**config.mk**
```make
export PLATFORM = sky130hd
export DESIGN_NAME = power_path_protect
export DESIGN_NICKNAME = d
export VERILOG_FILES = /design/src/hw/power_path_pkg.sv /design/src/hw/hold_timer.sv /design/src/hw/power_path_protect.sv
export SDC_FILE = /design/constraint.sdc
export NUM_CORES = 1
export LEC_CHECK = 0
export BUFFER_PORTS_ARGS = -buffer_cell sky130_fd_sc_hd__buf_2
export CAP_MARGIN = 20
export CORE_ASPECT_RATIO = 0.5
export CORE_MARGIN = 1
export CORE_UTILIZATION = 50
export DETAILED_ROUTE_END_ITERATION = 6
export PLACE_DENSITY = 0.66
export SYNTH_ARGS = -nofsm -noshare
export SYNTH_HDL_FRONTEND = slang
export SYNTH_HIERARCHICAL = 1
export SYNTH_SLANG_ARGS = --single-unit
```
**constraint.sdc**
```tcl
create_clock -name clk_i -period 4.8 [get_ports clk_i]
set_clock_uncertainty 0.05 [all_clocks]
set_input_delay 0.24 -clock clk_i [delete_from_list [all_inputs] [get_ports clk_i]]
set_output_delay 0.24 -clock clk_i [all_outputs]
set_load 0.02 [all_outputs]
```
**src/hw/power_path_pkg.sv**
```systemverilog
// Constants, types and timing for the source power-path protection block
// What this block does
// RULE1 - Fast overvoltage: gate off first, then hard reset, then discharge.
// RULE2 - Fast trip level starts at 5 V, follows each new contract.
// RULE3 - Slow overvoltage armed after validation delay: hard reset, gate off, discharge.
// RULE4 - Slow overvoltage check ignored while raising VBUS to higher contract.
// RULE5 - Slow undervoltage armed after validation delay: hard reset, gate off, discharge.
// RULE6 - Slow undervoltage check ignored while lowering VBUS to lower contract.
// RULE7 - Overcurrent armed only after validation delay past first VBUS rise.
// RULE8 - Armed overcurrent trip latches breaker fault and turns main gate off.
// RULE9 - While armed, VBUS below falling threshold acts as overcurrent.
// RULE10 - Gate-disable falling edge overrides control and turns main gate off.
// RULE11 - Gate-disable low 600 ms after attach: hard reset, restart startup.
// RULE12 - Supply undervoltage over 600 ms after attach: fault, gate stays off.
// RULE13 - VBUS not above lockout 190 ms after gate on: fault, gate off.
// RULE14 - System raises supply within 275 ms, VBUS within 190 ms.
// RULE15 - Supply-select pins follow contract voltage: 5, 9/12, 15/20 V codes.
// RULE16 - Exactly one CC in window, debounced, VBUS low: attach indicator low.
// RULE17 - Attach indicator released after sink absent for debounce time.
// RULE18 - Logic rail output driven high when sink or accessory attached.
// RULE19 - Five volt path gate active only while sourcing 5 V.
// RULE20 - High voltage path gate active only while sourcing above 5 V.
// RULE21 - Delays counted in clock cycles from synchronized inputs; all but the CC attach/detach debounce cleared on restart.
// RULE22 - Hard reset and discharge are one-cycle strobes; gates off until restart.
package power_path_pkg;

    // ----------
    // Clock and timing
    // ----------
    localparam int CLK_PERIOD_NS = 25;
    localparam int NS_PER_MS = 1000000;
    localparam int NS_PER_US = 1000;
    localparam int GD_HOLD_MS = 600;
    localparam int SUPPLY_HOLD_MS = 600;
    localparam int VBUS_RISE_MS = 190;
    localparam int CC_DEBOUNCE_US = 100;
    localparam int VALIDATE_US = 100;
    localparam int GD_HOLD_CYCLES =
        (GD_HOLD_MS * NS_PER_MS + CLK_PERIOD_NS - 1) / CLK_PERIOD_NS;
    localparam int SUPPLY_HOLD_CYCLES =
        (SUPPLY_HOLD_MS * NS_PER_MS) / CLK_PERIOD_NS;
    localparam int VBUS_RISE_CYCLES =
        (VBUS_RISE_MS * NS_PER_MS) / CLK_PERIOD_NS;
    localparam int CC_DEBOUNCE_CYCLES =
        (CC_DEBOUNCE_US * NS_PER_US + CLK_PERIOD_NS - 1) / CLK_PERIOD_NS;
    localparam int VALIDATE_CYCLES =
        (VALIDATE_US * NS_PER_US + CLK_PERIOD_NS - 1) / CLK_PERIOD_NS;
    localparam int TMR_W = 25;

    // ----------
    // Synchronised input vector layout
    // ----------
    localparam int SY_CC1 = 0;
    localparam int SY_CC2 = 1;
    localparam int SY_VBUS_FTH = 2;
    localparam int SY_VBUS_RTH = 3;
    localparam int SY_VBUS_UVLO = 4;
    localparam int SY_SLOW_OV = 5;
    localparam int SY_SLOW_UV = 6;
    localparam int SY_FAST_OV = 7;
    localparam int SY_OCP = 8;
    localparam int SY_GD_N = 9;
    localparam int SY_SUPPLY_UV = 10;
    localparam int SY_W = 11;
    // Gate-disable idles high, so its stages reset high
    localparam logic [SY_W-1:0] SYNC_RST = 11'h200;

    // ----------
    // Types
    // ----------
    typedef enum logic [2:0] {
        V5, V9, V12, V15, V20
    } volt_t;

    typedef enum logic [3:0] {
        ST_UNATTACHED, ST_WAIT_SUPPLY, ST_POWERING, ST_SOURCING,
        ST_FAST_OFF, ST_FAST_HR, ST_SLOW_HR, ST_SLOW_OFF,
        ST_DSCG, ST_GD_HR, ST_LATCHED
    } pp_state_t;

    localparam volt_t VOLT_RST = V5;

    function automatic logic volt_above_five(input volt_t v);
        return v != V5;
    endfunction

    function automatic logic volt_top_pair(input volt_t v);
        return (v == V15) || (v == V20);
    endfunction

endpackage

```
**src/hw/hold_timer.sv**
```systemverilog
// Saturating hold timer: done once run has stayed high for LIMIT cycles
`timescale 1ns/1ps
`default_nettype none
module hold_timer #(
    parameter int W = 25,
    parameter int LIMIT = 16
) (
    // Clock and reset
    input wire logic clk_i,
    input wire logic rst_n_i,
    // Control
    input wire logic run_i,
    input wire logic clr_i,
    // Status
    output logic done_o
);
    localparam logic [W-1:0] LIM = W'(LIMIT);
    localparam logic [W-1:0] ONE = W'(1);

    logic [W-1:0] cnt_ff;

    // Any drop of run restarts the count, so the hold is continuous
    always_ff @(posedge clk_i or negedge rst_n_i) begin
        if (!rst_n_i) begin
            cnt_ff <= '0;
        end else if (clr_i || !run_i) begin
            cnt_ff <= '0;
        end else if (cnt_ff != LIM) begin
            cnt_ff <= cnt_ff + ONE;
        end
    end

    assign done_o = run_i && !clr_i && (cnt_ff == LIM);
endmodule // hold_timer
`default_nettype wire

```
**src/hw/power_path_protect.sv**
```systemverilog
// Power-path sequencing and fault protection for a Type-C source port
`timescale 1ns/1ps
`default_nettype none
module power_path_protect
    import power_path_pkg::*;
#(
    parameter int GD_HOLD = GD_HOLD_CYCLES,
    parameter int SUPPLY_HOLD = SUPPLY_HOLD_CYCLES,
    parameter int VBUS_RISE = VBUS_RISE_CYCLES,
    parameter int CC_DEBOUNCE = CC_DEBOUNCE_CYCLES,
    parameter int VALIDATE = VALIDATE_CYCLES
) (
    // Clock and reset
    input wire logic clk_i,
    input wire logic rst_n_i,
    // Comparator inputs
    input wire logic cc1_in_window_i,
    input wire logic cc2_in_window_i,
    input wire logic vbus_below_fth_i,
    input wire logic vbus_above_rth_i,
    input wire logic vbus_above_uvlo_i,
    input wire logic vbus_slow_ov_i,
    input wire logic vbus_slow_uv_i,
    input wire logic vbus_fast_ov_i,
    input wire logic current_sense_in_i,
    input wire logic high_volt_supply_in_uv_i,
    // System inputs
    input wire logic gate_disable_n_i,
    input wire logic accessory_attached_i,
    // Protocol engine
    input wire logic contract_load_i,
    input wire volt_t contract_volt_i,
    input wire logic raising_vbus_i,
    input wire logic lowering_vbus_i,
    output logic hard_reset_req_o,
    output logic discharge_req_o,
    // Gate drivers
    output logic main_nfet_gate_o,
    output logic five_volt_path_gate_o,
    output logic high_volt_pfet_gate_o,
    output volt_t fast_ovp_level_o,
    // Open-drain supply select and attach pins
    output logic supply_select_lo_o,
    output logic supply_select_lo_oe_o,
    output logic supply_select_hi_o,
    output logic supply_select_hi_oe_o,
    output logic sink_attached_n_o,
    output logic sink_attached_n_oe_o,
    output logic logic_rail_attach_out_o,
    output logic logic_rail_attach_out_oe_o,
    // Fault flags
    output logic overvoltage_fault_o,
    output logic breaker_fault_o,
    output logic supply_fault_o,
    output logic rise_timeout_fault_o
);

    // ----------
    // Input synchronisers
    // ----------
    logic [SY_W-1:0] raw_in;
    logic [SY_W-1:0] sync1_ff;
    logic [SY_W-1:0] sync2_ff;
    logic gd_n_d_ff;

    assign raw_in = {high_volt_supply_in_uv_i, gate_disable_n_i,
                     current_sense_in_i, vbus_fast_ov_i, vbus_slow_uv_i,
                     vbus_slow_ov_i, vbus_above_uvlo_i, vbus_above_rth_i,
                     vbus_below_fth_i, cc2_in_window_i, cc1_in_window_i};

    always_ff @(posedge clk_i or negedge rst_n_i) begin
        if (!rst_n_i) begin
            sync1_ff <= SYNC_RST;
            sync2_ff <= SYNC_RST;
            gd_n_d_ff <= 1'b1;
        end else begin
            sync1_ff <= raw_in; // RULE21
            sync2_ff <= sync1_ff;
            gd_n_d_ff <= sync2_ff[SY_GD_N];
        end
    end

    logic cc_one;
    logic vbus_fth;
    logic gd_low;
    logic gd_fall;

    assign cc_one = sync2_ff[SY_CC1] ^ sync2_ff[SY_CC2];
    assign vbus_fth = sync2_ff[SY_VBUS_FTH];
    assign gd_low = !sync2_ff[SY_GD_N];
    assign gd_fall = gd_n_d_ff && gd_low;

    // ----------
    // State and timers
    // ----------
    pp_state_t state_ff;
    pp_state_t nxt_state;
    logic attached_ff;
    logic main_gate_ff;
    logic rose_ff;
    logic restart;
    logic attach_done;
    logic detach_done;
    logic gd_done;
    logic supply_done;
    logic rise_done;
    logic validate_done;
    logic ocp_armed;

    assign restart = (state_ff == ST_UNATTACHED) || (state_ff == ST_GD_HR);

    hold_timer #(.W(TMR_W), .LIMIT(CC_DEBOUNCE)) u_attach_tmr (
        .clk_i(clk_i),
        .rst_n_i(rst_n_i),
        .run_i(cc_one && vbus_fth && !attached_ff), // RULE16
        .clr_i(1'b0),
        .done_o(attach_done)
    );

    hold_timer #(.W(TMR_W), .LIMIT(CC_DEBOUNCE)) u_detach_tmr (
        .clk_i(clk_i),
        .rst_n_i(rst_n_i),
        .run_i(!cc_one && attached_ff), // RULE17
        .clr_i(1'b0),
        .done_o(detach_done)
    );

    hold_timer #(.W(TMR_W), .LIMIT(GD_HOLD)) u_gd_tmr (
        .clk_i(clk_i),
        .rst_n_i(rst_n_i),
        .run_i(gd_low && (state_ff == ST_WAIT_SUPPLY)), // RULE11
        .clr_i(restart), // RULE21
        .done_o(gd_done)
    );

    hold_timer #(.W(TMR_W), .LIMIT(SUPPLY_HOLD)) u_supply_tmr (
        .clk_i(clk_i),
        .rst_n_i(rst_n_i),
        .run_i(sync2_ff[SY_SUPPLY_UV] && attached_ff), // RULE12
        .clr_i(restart),
        .done_o(supply_done)
    );

    hold_timer #(.W(TMR_W), .LIMIT(VBUS_RISE)) u_rise_tmr (
        .clk_i(clk_i),
        .rst_n_i(rst_n_i),
        .run_i(state_ff == ST_POWERING), // RULE13
        .clr_i(restart),
        .done_o(rise_done)
    );

    hold_timer #(.W(TMR_W), .LIMIT(VALIDATE)) u_validate_tmr (
        .clk_i(clk_i),
        .rst_n_i(rst_n_i),
        .run_i(main_gate_ff), // RULE3 RULE5
        .clr_i(restart),
        .done_o(validate_done)
    );

    hold_timer #(.W(TMR_W), .LIMIT(VALIDATE)) u_ocp_tmr (
        .clk_i(clk_i),
        .rst_n_i(rst_n_i),
        .run_i(rose_ff), // RULE7
        .clr_i(restart),
        .done_o(ocp_armed)
    );

    // ----------
    // Attach tracking
    // ----------
    always_ff @(posedge clk_i or negedge rst_n_i) begin
        if (!rst_n_i) begin
            attached_ff <= 1'b0;
        end else if (attach_done) begin
            attached_ff <= 1'b1; // RULE16
        end else if (detach_done) begin
            attached_ff <= 1'b0; // RULE17
        end
    end

    // First VBUS rise while the main gate is on starts the arming delay
    always_ff @(posedge clk_i or negedge rst_n_i) begin
        if (!rst_n_i) begin
            rose_ff <= 1'b0;
        end else if (restart || !main_gate_ff) begin
            rose_ff <= 1'b0;
        end else if (sync2_ff[SY_VBUS_RTH]) begin
            rose_ff <= 1'b1; // RULE7
        end
    end

    // ----------
    // Sequencer
    // ----------
    logic slow_active;
    logic slow_ov;
    logic slow_uv;
    logic ocp_event;

    assign slow_active = validate_done && (state_ff == ST_SOURCING);
    assign slow_ov = slow_active && sync2_ff[SY_SLOW_OV] &&
                     !raising_vbus_i; // RULE3 RULE4
    assign slow_uv = slow_active && sync2_ff[SY_SLOW_UV] &&
                     !lowering_vbus_i; // RULE5 RULE6
    assign ocp_event = ocp_armed &&
                       (sync2_ff[SY_OCP] || vbus_fth); // RULE8 RULE9

    always_comb begin
        nxt_state = state_ff;
        unique case (state_ff)
            ST_UNATTACHED: begin
                if (attached_ff) begin
                    nxt_state = ST_WAIT_SUPPLY;
                end
            end
            ST_WAIT_SUPPLY: begin
                if (gd_done) begin
                    nxt_state = ST_GD_HR; // RULE11
                end else if (supply_done) begin
                    nxt_state = ST_LATCHED; // RULE12
                end else if (!gd_low && !sync2_ff[SY_SUPPLY_UV]) begin
                    nxt_state = ST_POWERING;
                end
            end
            ST_POWERING, ST_SOURCING: begin
                if (sync2_ff[SY_FAST_OV]) begin
                    nxt_state = ST_FAST_OFF; // RULE1
                end else if (gd_low) begin
                    nxt_state = ST_WAIT_SUPPLY; // RULE10
                end else if (ocp_event) begin
                    nxt_state = ST_LATCHED; // RULE8
                end else if (slow_ov || slow_uv) begin
                    nxt_state = ST_SLOW_HR; // RULE3 RULE5
                end else if (state_ff == ST_POWERING) begin
                    if (rise_done) begin
                        nxt_state = ST_LATCHED; // RULE13
                    end else if (sync2_ff[SY_VBUS_UVLO]) begin
                        nxt_state = ST_SOURCING;
                    end
                end
            end
            ST_FAST_OFF: nxt_state = ST_FAST_HR; // RULE1
            ST_FAST_HR: nxt_state = ST_DSCG;
            ST_SLOW_HR: nxt_state = ST_SLOW_OFF; // RULE3 RULE5
            ST_SLOW_OFF: nxt_state = ST_DSCG;
            ST_DSCG: nxt_state = ST_LATCHED;
            ST_GD_HR: nxt_state = ST_WAIT_SUPPLY; // RULE11
            ST_LATCHED: nxt_state = ST_LATCHED; // RULE22
        endcase
        // Detach ends every sequence and restarts from scratch
        if (!attached_ff) begin
            nxt_state = ST_UNATTACHED;
        end
    end

    always_ff @(posedge clk_i or negedge rst_n_i) begin
        if (!rst_n_i) begin
            state_ff <= ST_UNATTACHED;
        end else begin
            state_ff <= nxt_state;
        end
    end

    // ----------
    // Contract voltage and fast trip level
    // ----------
    volt_t volt_ff;

    always_ff @(posedge clk_i or negedge rst_n_i) begin
        if (!rst_n_i) begin
            volt_ff <= VOLT_RST; // RULE2
        end else if (contract_load_i) begin
            volt_ff <= contract_volt_i; // RULE2
        end else if (restart && (state_ff == ST_UNATTACHED)) begin
            volt_ff <= VOLT_RST;
        end
    end

    // ----------
    // Gate drivers
    // ----------
    logic nxt_gate;

    // Gate-disable gates the drive directly so an edge never waits on states
    assign nxt_gate = !gd_low && !gd_fall && !ocp_event &&
                      ((nxt_state == ST_POWERING) ||
                       (nxt_state == ST_SOURCING) ||
                       (nxt_state == ST_SLOW_HR)); // RULE10 RULE22

    always_ff @(posedge clk_i or negedge rst_n_i) begin
        if (!rst_n_i) begin
            main_gate_ff <= 1'b0;
            five_volt_path_gate_o <= 1'b0;
            high_volt_pfet_gate_o <= 1'b0;
        end else begin
            main_gate_ff <= nxt_gate; // RULE1 RULE8 RULE13
            five_volt_path_gate_o <= nxt_gate &&
                                     !volt_above_five(volt_ff); // RULE19
            high_volt_pfet_gate_o <= nxt_gate &&
                                     volt_above_five(volt_ff); // RULE20
        end
    end

    assign main_nfet_gate_o = main_gate_ff;

    // ----------
    // Strobes to protocol and discharge units
    // ----------
    always_ff @(posedge clk_i or negedge rst_n_i) begin
        if (!rst_n_i) begin
            hard_reset_req_o <= 1'b0;
            discharge_req_o <= 1'b0;
        end else begin
            hard_reset_req_o <= (nxt_state == ST_FAST_HR) ||
                                (nxt_state == ST_SLOW_HR) ||
                                (nxt_state == ST_GD_HR); // RULE22
            discharge_req_o <= (nxt_state == ST_DSCG); // RULE22
        end
    end

    // ----------
    // Pins and indicators
    // ----------
    always_ff @(posedge clk_i or negedge rst_n_i) begin
        if (!rst_n_i) begin
            fast_ovp_level_o <= VOLT_RST;
            supply_select_hi_oe_o <= 1'b0;
            supply_select_lo_oe_o <= 1'b0;
            sink_attached_n_oe_o <= 1'b0;
            logic_rail_attach_out_oe_o <= 1'b0;
        end else begin
            fast_ovp_level_o <= volt_ff; // RULE2
            supply_select_hi_oe_o <= volt_above_five(volt_ff); // RULE15
            supply_select_lo_oe_o <= volt_top_pair(volt_ff); // RULE15
            sink_attached_n_oe_o <= attached_ff; // RULE16 RULE17
            logic_rail_attach_out_oe_o <= attached_ff ||
                                          accessory_attached_i; // RULE18
        end
    end

    // Open-drain pins only ever pull low; the rail pin only drives high
    assign supply_select_hi_o = 1'b0;
    assign supply_select_lo_o = 1'b0;
    assign sink_attached_n_o = 1'b0;
    assign logic_rail_attach_out_o = 1'b1;

    // ----------
    // Fault flags, cleared only by a fresh attach cycle
    // ----------
    always_ff @(posedge clk_i or negedge rst_n_i) begin
        if (!rst_n_i) begin
            overvoltage_fault_o <= 1'b0;
            breaker_fault_o <= 1'b0;
            supply_fault_o <= 1'b0;
            rise_timeout_fault_o <= 1'b0;
        end else begin
            if (nxt_state == ST_FAST_OFF || nxt_state == ST_SLOW_HR) begin
                overvoltage_fault_o <= 1'b1;
            end else if (state_ff == ST_UNATTACHED) begin
                overvoltage_fault_o <= 1'b0;
            end
            if (ocp_event && (state_ff == ST_POWERING ||
                              state_ff == ST_SOURCING)) begin
                breaker_fault_o <= 1'b1; // RULE8
            end else if (state_ff == ST_UNATTACHED) begin
                breaker_fault_o <= 1'b0;
            end
            if (supply_done && state_ff == ST_WAIT_SUPPLY) begin
                supply_fault_o <= 1'b1; // RULE12
            end else if (state_ff == ST_UNATTACHED) begin
                supply_fault_o <= 1'b0;
            end
            if (rise_done && nxt_state == ST_LATCHED) begin
                rise_timeout_fault_o <= 1'b1; // RULE13
            end else if (state_ff == ST_UNATTACHED) begin
                rise_timeout_fault_o <= 1'b0;
            end
        end
    end

endmodule // power_path_protect
`default_nettype wire

```
Word level (Yosys, flattened, before mapping)
Cells that the tools add are included.

Flip-flop bits (word level): 223. Latch bits: 0. RAM bits: 0. Bits in read-only memories: 0. Bits of input ports: 20. Output and inout port bits: 20. Logic and storage cells: 192. Memories: 0.

Add/sub/neg operators: 7. Multipliers: 0. Div/mod/pow operators: 0. Order comparisons: 0. Eq/ne operators: 36. Shift operators: 0. Multiplexer cells: 37. Bitwise logic cells: 1. Reduce and logical (&&, ||, !) cells: 83.

Operators with widths (number): $mux 25 (14); $add 25x1->25 const B (7); $eq 25x12->1 const B (4); $ne 25x12->1 const B (4); $eq 25x25->1 const B (2); $ne 25x25->1 const B (2); $mux 4 (11); $logic_and 1x1->1 (34); $eq 4x3->1 const B (7); $pmux 4 s7 (1); $eq 25x23->1 const B (1); $ne 25x23->1 const B (1); $eq 4x4->1 const B (6); $reduce_bool 2->1 (12); $eq 4x2->1 const B (4); $logic_or 1x1->1 (16); $logic_not 1->1 (15); $mux 1 (9); $reduce_or 2->1 (4); $mux 3 (2); $eq 4x1->1 const B (1); $logic_not 4->1 (1); $ne 2x2->1 const B (2); $eq 3x2->1 const B (1); other kinds (3) (3).

Logic depth before layout (Yosys ltp)
Depth in word-level cells: 20. Gate-level depth with buffers: 14. Mapped depth without buffers: 12.

Hierarchy
The synthesis kept the hierarchy.

Modules (own cells, without submodules): hold_timer at u_attach_tmr ... (instances 4, cells an instance 145, area an instance 1415.1 um^2, seq. area each 625.6 um^2); hold_timer at u_gd_tmr ... (instances 2, cells an instance 149, area an instance 1477.7 um^2, seq. area each 625.6 um^2); power_path_protect (instances 1, cells an instance 164, area an instance 1900.6 um^2, seq. area each 1178.6 um^2); hold_timer at u_rise_tmr (instances 1, cells an instance 144, area an instance 1361.3 um^2, seq. area each 625.6 um^2).

Worst setup path after synthesis
OpenSTA, ideal clock, no wires.

Path type: flip-flop to flip-flop. From: reg state_ff[0]. To: reg rise_timeout_fault_o. Setup time: 121 ps. Data arrival time: 3154 ps. Required time: 4629 ps. Setup slack: 1475 ps. Stages on the path, launching flop included: 15. Buffers on the path: 3. Period minus slack after synthesis: 3325 ps. Cells stage by stage: dfrtp_1 clkbuf_2 clkbuf_1 xor2_1 nor3_1 nor2b_1 clkbuf_1 nand4_1 nor4_1 o311ai_0 o211ai_1 a31o_2 inv_1 and4bb_1 a22o_1.

Elaborated cells on any way between the ends: 51. Classes of those cells: 11 x eq/ne; 13 x mux; 27 x reduce/logical.

RTL lines: start: declaration (RTL line power_path_protect.sv:96) `pp_state_t state_ff;`; start signal: assignment (RTL line power_path_protect.sv:260) `state_ff <= nxt_state;`; $eq 4x4->1 / $logic_not 4->1 (equally long branches) (RTL line power_path_protect.sv:110) `assign restart = (state_ff == ST_UNATTACHED) || (state_ff == ST_GD_HR);`; $logic_or 1x1->1 * (RTL line power_path_protect.sv:110); via restart (RTL line power_path_protect.sv:101) `logic restart;`; $logic_not 1->1 * (RTL line hold_timer.sv:33) `assign done_o = run_i && !clr_i && (cnt_ff == LIM);`; $logic_and 1x1->1 * (2 in a row) (RTL line hold_timer.sv:33); via gd_done (RTL line power_path_protect.sv:104) `logic gd_done;`; $mux 4 * (RTL line power_path_protect.sv:217) `if (gd_done) begin`; $pmux 4 s7 * (RTL line power_path_protect.sv:210) `unique case (state_ff)`; $mux 4 * (RTL line power_path_protect.sv:251) `if (!attached_ff) begin`; via nxt_state[2] (RTL line power_path_protect.sv:97) `pp_state_t nxt_state;`; $eq 4x4->1 * (RTL line power_path_protect.sv:373) `if (rise_done && nxt_state == ST_LATCHED) begin`; $logic_and 1x1->1 * (RTL line power_path_protect.sv:373); $mux 1 / $reduce_bool 2->1 (equally long branches); end signal: assignment (RTL line power_path_protect.sv:355) `rise_timeout_fault_o <= 1'b0;`; end signal: assignment (RTL line power_path_protect.sv:374) `rise_timeout_fault_o <= 1'b1;`; end signal: assignment (RTL line power_path_protect.sv:376) `rise_timeout_fault_o <= 1'b0;`; end: declaration (RTL line power_path_protect.sv:55) `output logic rise_timeout_fault_o`.

The timed path passes the listed nets; every way through them passes the cells marked *. A chain may end at the register's enable or synchronous reset.

Final worst setup path
From: reg state_ff[3]. To: reg rise_timeout_fault_o.

Elaborated cells on any way between the ends: 51. Classes of those cells: 11 x eq/ne; 13 x mux; 27 x reduce/logical.

RTL lines: $eq 4x4->1 / $logic_not 4->1 (equally long branches) (RTL line power_path_protect.sv:110); $logic_or 1x1->1 * (RTL line power_path_protect.sv:110); via restart (RTL line power_path_protect.sv:101); $logic_not 1->1 * (RTL line hold_timer.sv:33); $logic_and 1x1->1 * (2 in a row) (RTL line hold_timer.sv:33); via supply_done (RTL line power_path_protect.sv:105) `logic supply_done;`; $mux 4 * (RTL line power_path_protect.sv:219) `end else if (supply_done) begin`; $mux 4 * (RTL line power_path_protect.sv:217); $pmux 4 s7 * (RTL line power_path_protect.sv:210); $mux 4 * (RTL line power_path_protect.sv:251); $eq 4x4->1 * (RTL line power_path_protect.sv:373); $logic_and 1x1->1 * (RTL line power_path_protect.sv:373); $mux 1 / $reduce_bool 2->1 (equally long branches).

Marked as above.

==> reports/qor.yml <==
cts:
  postCtsHoldBufs: 22
  cts_setup_buffers: 0
  clock_tree.root_cell: "clkbuf_16"
  cts_tree: "built"
  insertion_delay_ns: 0.52
  cts.sinks: 222
  cts_resized: 0
  cts_max_level: 1
  clk_pin_slew_ns: 0.06
  clock_path_buffers: 3
  cts-buffers-inserted: 22
yosys:
  post_synth_and_or_nand_nor_area_fraction_pct: 29.34
  synthMuxAreaShare_pct: 1.654
  yosys_warnings: 6
  synth_edf_count: 0
  synth_xor_area_share_pct: 5.825
  yosysSeqAreaShare_pct: 46.79
  synth_top_family_by_area: "simple AND/OR/NAND/NOR gates"
  synthCells: 1186
  netlist_area_um2: 11880
  synth_compound_area_share_pct: 11.19
  synth-main-ff-cell: "dfrtp_1"
  synth_fa_ha_area_share_pct: 1.475
  synth_seq_cells: 222
  synth_area_per_cell_um2: 10.01
  synthDistinctLibCells: 83
  async_reset_ff_share_pct: 100.0
sta:
  hold_violations: 0
  layout_min_cycle_time_ns: 3.847
  tns_ns: 0
  rsz0062_at_grt: "no"
  whs_ns: 0.2941
  setup_viol: 0
  fmax_ghz: 0.2599
  maxSlewViolCount: 0
  relSlewSlack_pct: 34.07
  tightestPinTransition_ns: 0.9889
  fin_crit_sh_pct: 80.15
finish:
  diodes: 0
  stdcell_area_um2: 13200
  synthToLayoutAreaGrowth_pct: 11.13
  layout_common_cells: "dfrtp_1 (220), nor2_1 (102), nand2_1 (86)"
  layout-drive-gt1-share_pct: 12.43
  final_common_cell: "dfrtp_1"
  fin_nets: 1265
  fillCellCount: 1953
critical_path:
  cp_max_fo: 18
  cp-start-kind: "flop"
  cp-end-kind: "flop"
  cp.arrival_ns: 4.25
  cp.required_ns: 5.20
  path_class: "reg2reg"
place:
  hpwl_um: 16490
  post_dp_cell_area_um2: 12230
  gp_congestion: 0.8531
  portBuffers: 35
routing:
  vias_per_cell: 5.965
  drc_errors: 0
  dr.pass1.iters: 4
  routed_wirelength_um: 24920
  routedWlPerCell_um: 16.04
  drt-initial-drc-count: 785
  drt.antenna.violating_nets: 0
  dr_total_vias: 9270
job:
  cap_viol_max_count: 0
run_status:
  status: "finished, final reports clean"
floorplanning:
  die_w_um: 220.0
  dieHeight_um: 111.0
  placementRows: 39
  core_um2: 23080
  start_util_pct: 51.46
  ios: 40
  dieArea_um2: 24410
global_routing:
  grt_pass1_wl_um: 43010
  track_usage_pct: 21.20
  grt_pass1_vias: 8919
  overflow: 0
  antenna_found_initial: 0
  grt_max_degree: 126
pwr:
  p_leak_nw: 5.108
  powerDensity_nw_per_um2: 289.8
  ir_worst_vdd_v: 0.0001945
worst_hold_path:
  hold_class: "reg2reg"
-- cells by family (layout without fill, tap and decap cells) --
family                   Yosys count  in the layout
AND/OR/NAND/NOR                  566            566
flip-flops                       222            222
AO/OA/AOI/OAI                    198            198
buffers and inverters             86            141
XOR/XNOR                          79             79
multiplexers                      19             19
adder cells (fa/ha/maj)           14             14
other                              2              8
-- per-stage QoR --
| stage | utilization (%) | setup WS, ns | instances | power (W) |
|---|---|---|---|---|
| floorplan | - | 1.475 | 1192 | 0.001978 |
| global placement | 52.98 | 1.256 | 1492 | 0.002036 |
| detailed placement | 52.98 | 1.106 | 1492 | 0.002039 |
| CTS | 57.19 | 1.055 | 1554 | 0.003888 |
| global route | 57.19 | 0.5226 | 1554 | 0.003969 |
| finish | 57.19 | 0.9530 | 1554 | 0.003826 |
-- Yosys cell counts (all sizes together) (7+ instances only) --
cell	instances	area (um^2)
nand2	89	341.6
a31oi	7	58.81
or2	11	78.83
o31ai	54	405.4
dfrtp	220	5505
a21oi	70	350.3
o21ai	21	116.4
inv	36	135.1
xnor2	36	315.3
ha	14	175.2
or4	57	439.2
buf	31	227.7
nor2	103	389.1
nand3	65	345.3
and4	26	255.3
nor2b	10	62.56
nand2b	21	141.4
xor2	43	376.6
and2	12	77.57
or3	15	93.84
mux2i	14	140.1
and3	15	103.9
nand4	55	417.9
nor4	37	357.8
nor3	20	105.1
clkbuf	19	72.56
-- sequential cells by signal, summed over array words and instances (netlist names), 3 cells and up --
| name | cells |
|---|---|
| sync1_ff | 11 |
| u_ocp_tmr/cnt_ff | 25 |
| u_gd_tmr/cnt_ff | 25 |
| u_rise_tmr/cnt_ff | 25 |
| u_supply_tmr/cnt_ff | 25 |
| volt_ff | 3 |
| u_attach_tmr/cnt_ff | 25 |
| fast_ovp_level_o | 3 |
| state_ff | 4 |
| u_validate_tmr/cnt_ff | 25 |
| sync2_ff | 11 |
| u_detach_tmr/cnt_ff | 25 |
-- power by group --
part	switching (W)	internal, W	total, W
Sequential	0.0000137	0.00189	0.00190
Clock	0.000737	0.00107	0.00181
Combinational	0.0000744	0.0000368	0.000111
Total	0.000826	0.00300	0.00383
-- path summary, 6_finish.rpt --
kind	start	endpoint	slack (ns)	cells after the start
setup / recovery	state_ff[3]$_DFF_PN0_	rise_timeout_fault_o$_DFFE_PN0P_	0.95	11
hold / removal	sync1_ff[0]$_DFF_PN0_	sync2_ff[0]$_DFF_PN0_	0.29	0
setup reg to reg	state_ff[3]$_DFF_PN0_	rise_timeout_fault_o$_DFFE_PN0P_	0.95	11
hold reg to reg	sync1_ff[0]$_DFF_PN0_	sync2_ff[0]$_DFF_PN0_	0.29	0
max in group asynchronous	rst_n_i	volt_ff[0]$_DFFE_PN0P_	3.14	3
min in group asynchronous	rst_n_i	u_rise_tmr/cnt_ff[13]$_DFFE_PN0P_	0.31	2
-- per-layer routing --
metal  up-vias  part of all wire [%]  GRT usage [%]
met4         0                   1.8          4.920
met1      4622                    49          30.05
met2       136                    46          34.03
li1       4482                     -              -
met5         -                     0              0
met3        30                   3.1          3.457
-- worst max-delay path, cell delays in order, from the launching register on --
cell and delay (ns):
dfrtp_1 0.67, xor2_1 0.20, nor3_1 0.08, nor2b_1 0.60, nand4_1 0.31, nor4_1 0.60
inv_1 0.13, a21oi_1 0.16, o221ai_1 0.13, a22oi_1 0.46, and4bb_1 0.28, a22o_1 0.14
-- final cells by class --
cell class | instances | area [um^2] | area share [%]
clock buffer | 31 | 625.6 | 4.739
clock inverter | 9 | 125.1 | 0.9479
inverter | 36 | 135.1 | 1.024
multi-input combinational | 884 | 5907 | 44.75
sequential | 222 | 5558 | 42.10
tap | 307 | 384.1 | 2.910
timing repair buffer | 65 | 465.4 | 3.526
(Power assumes the default switching activity.)
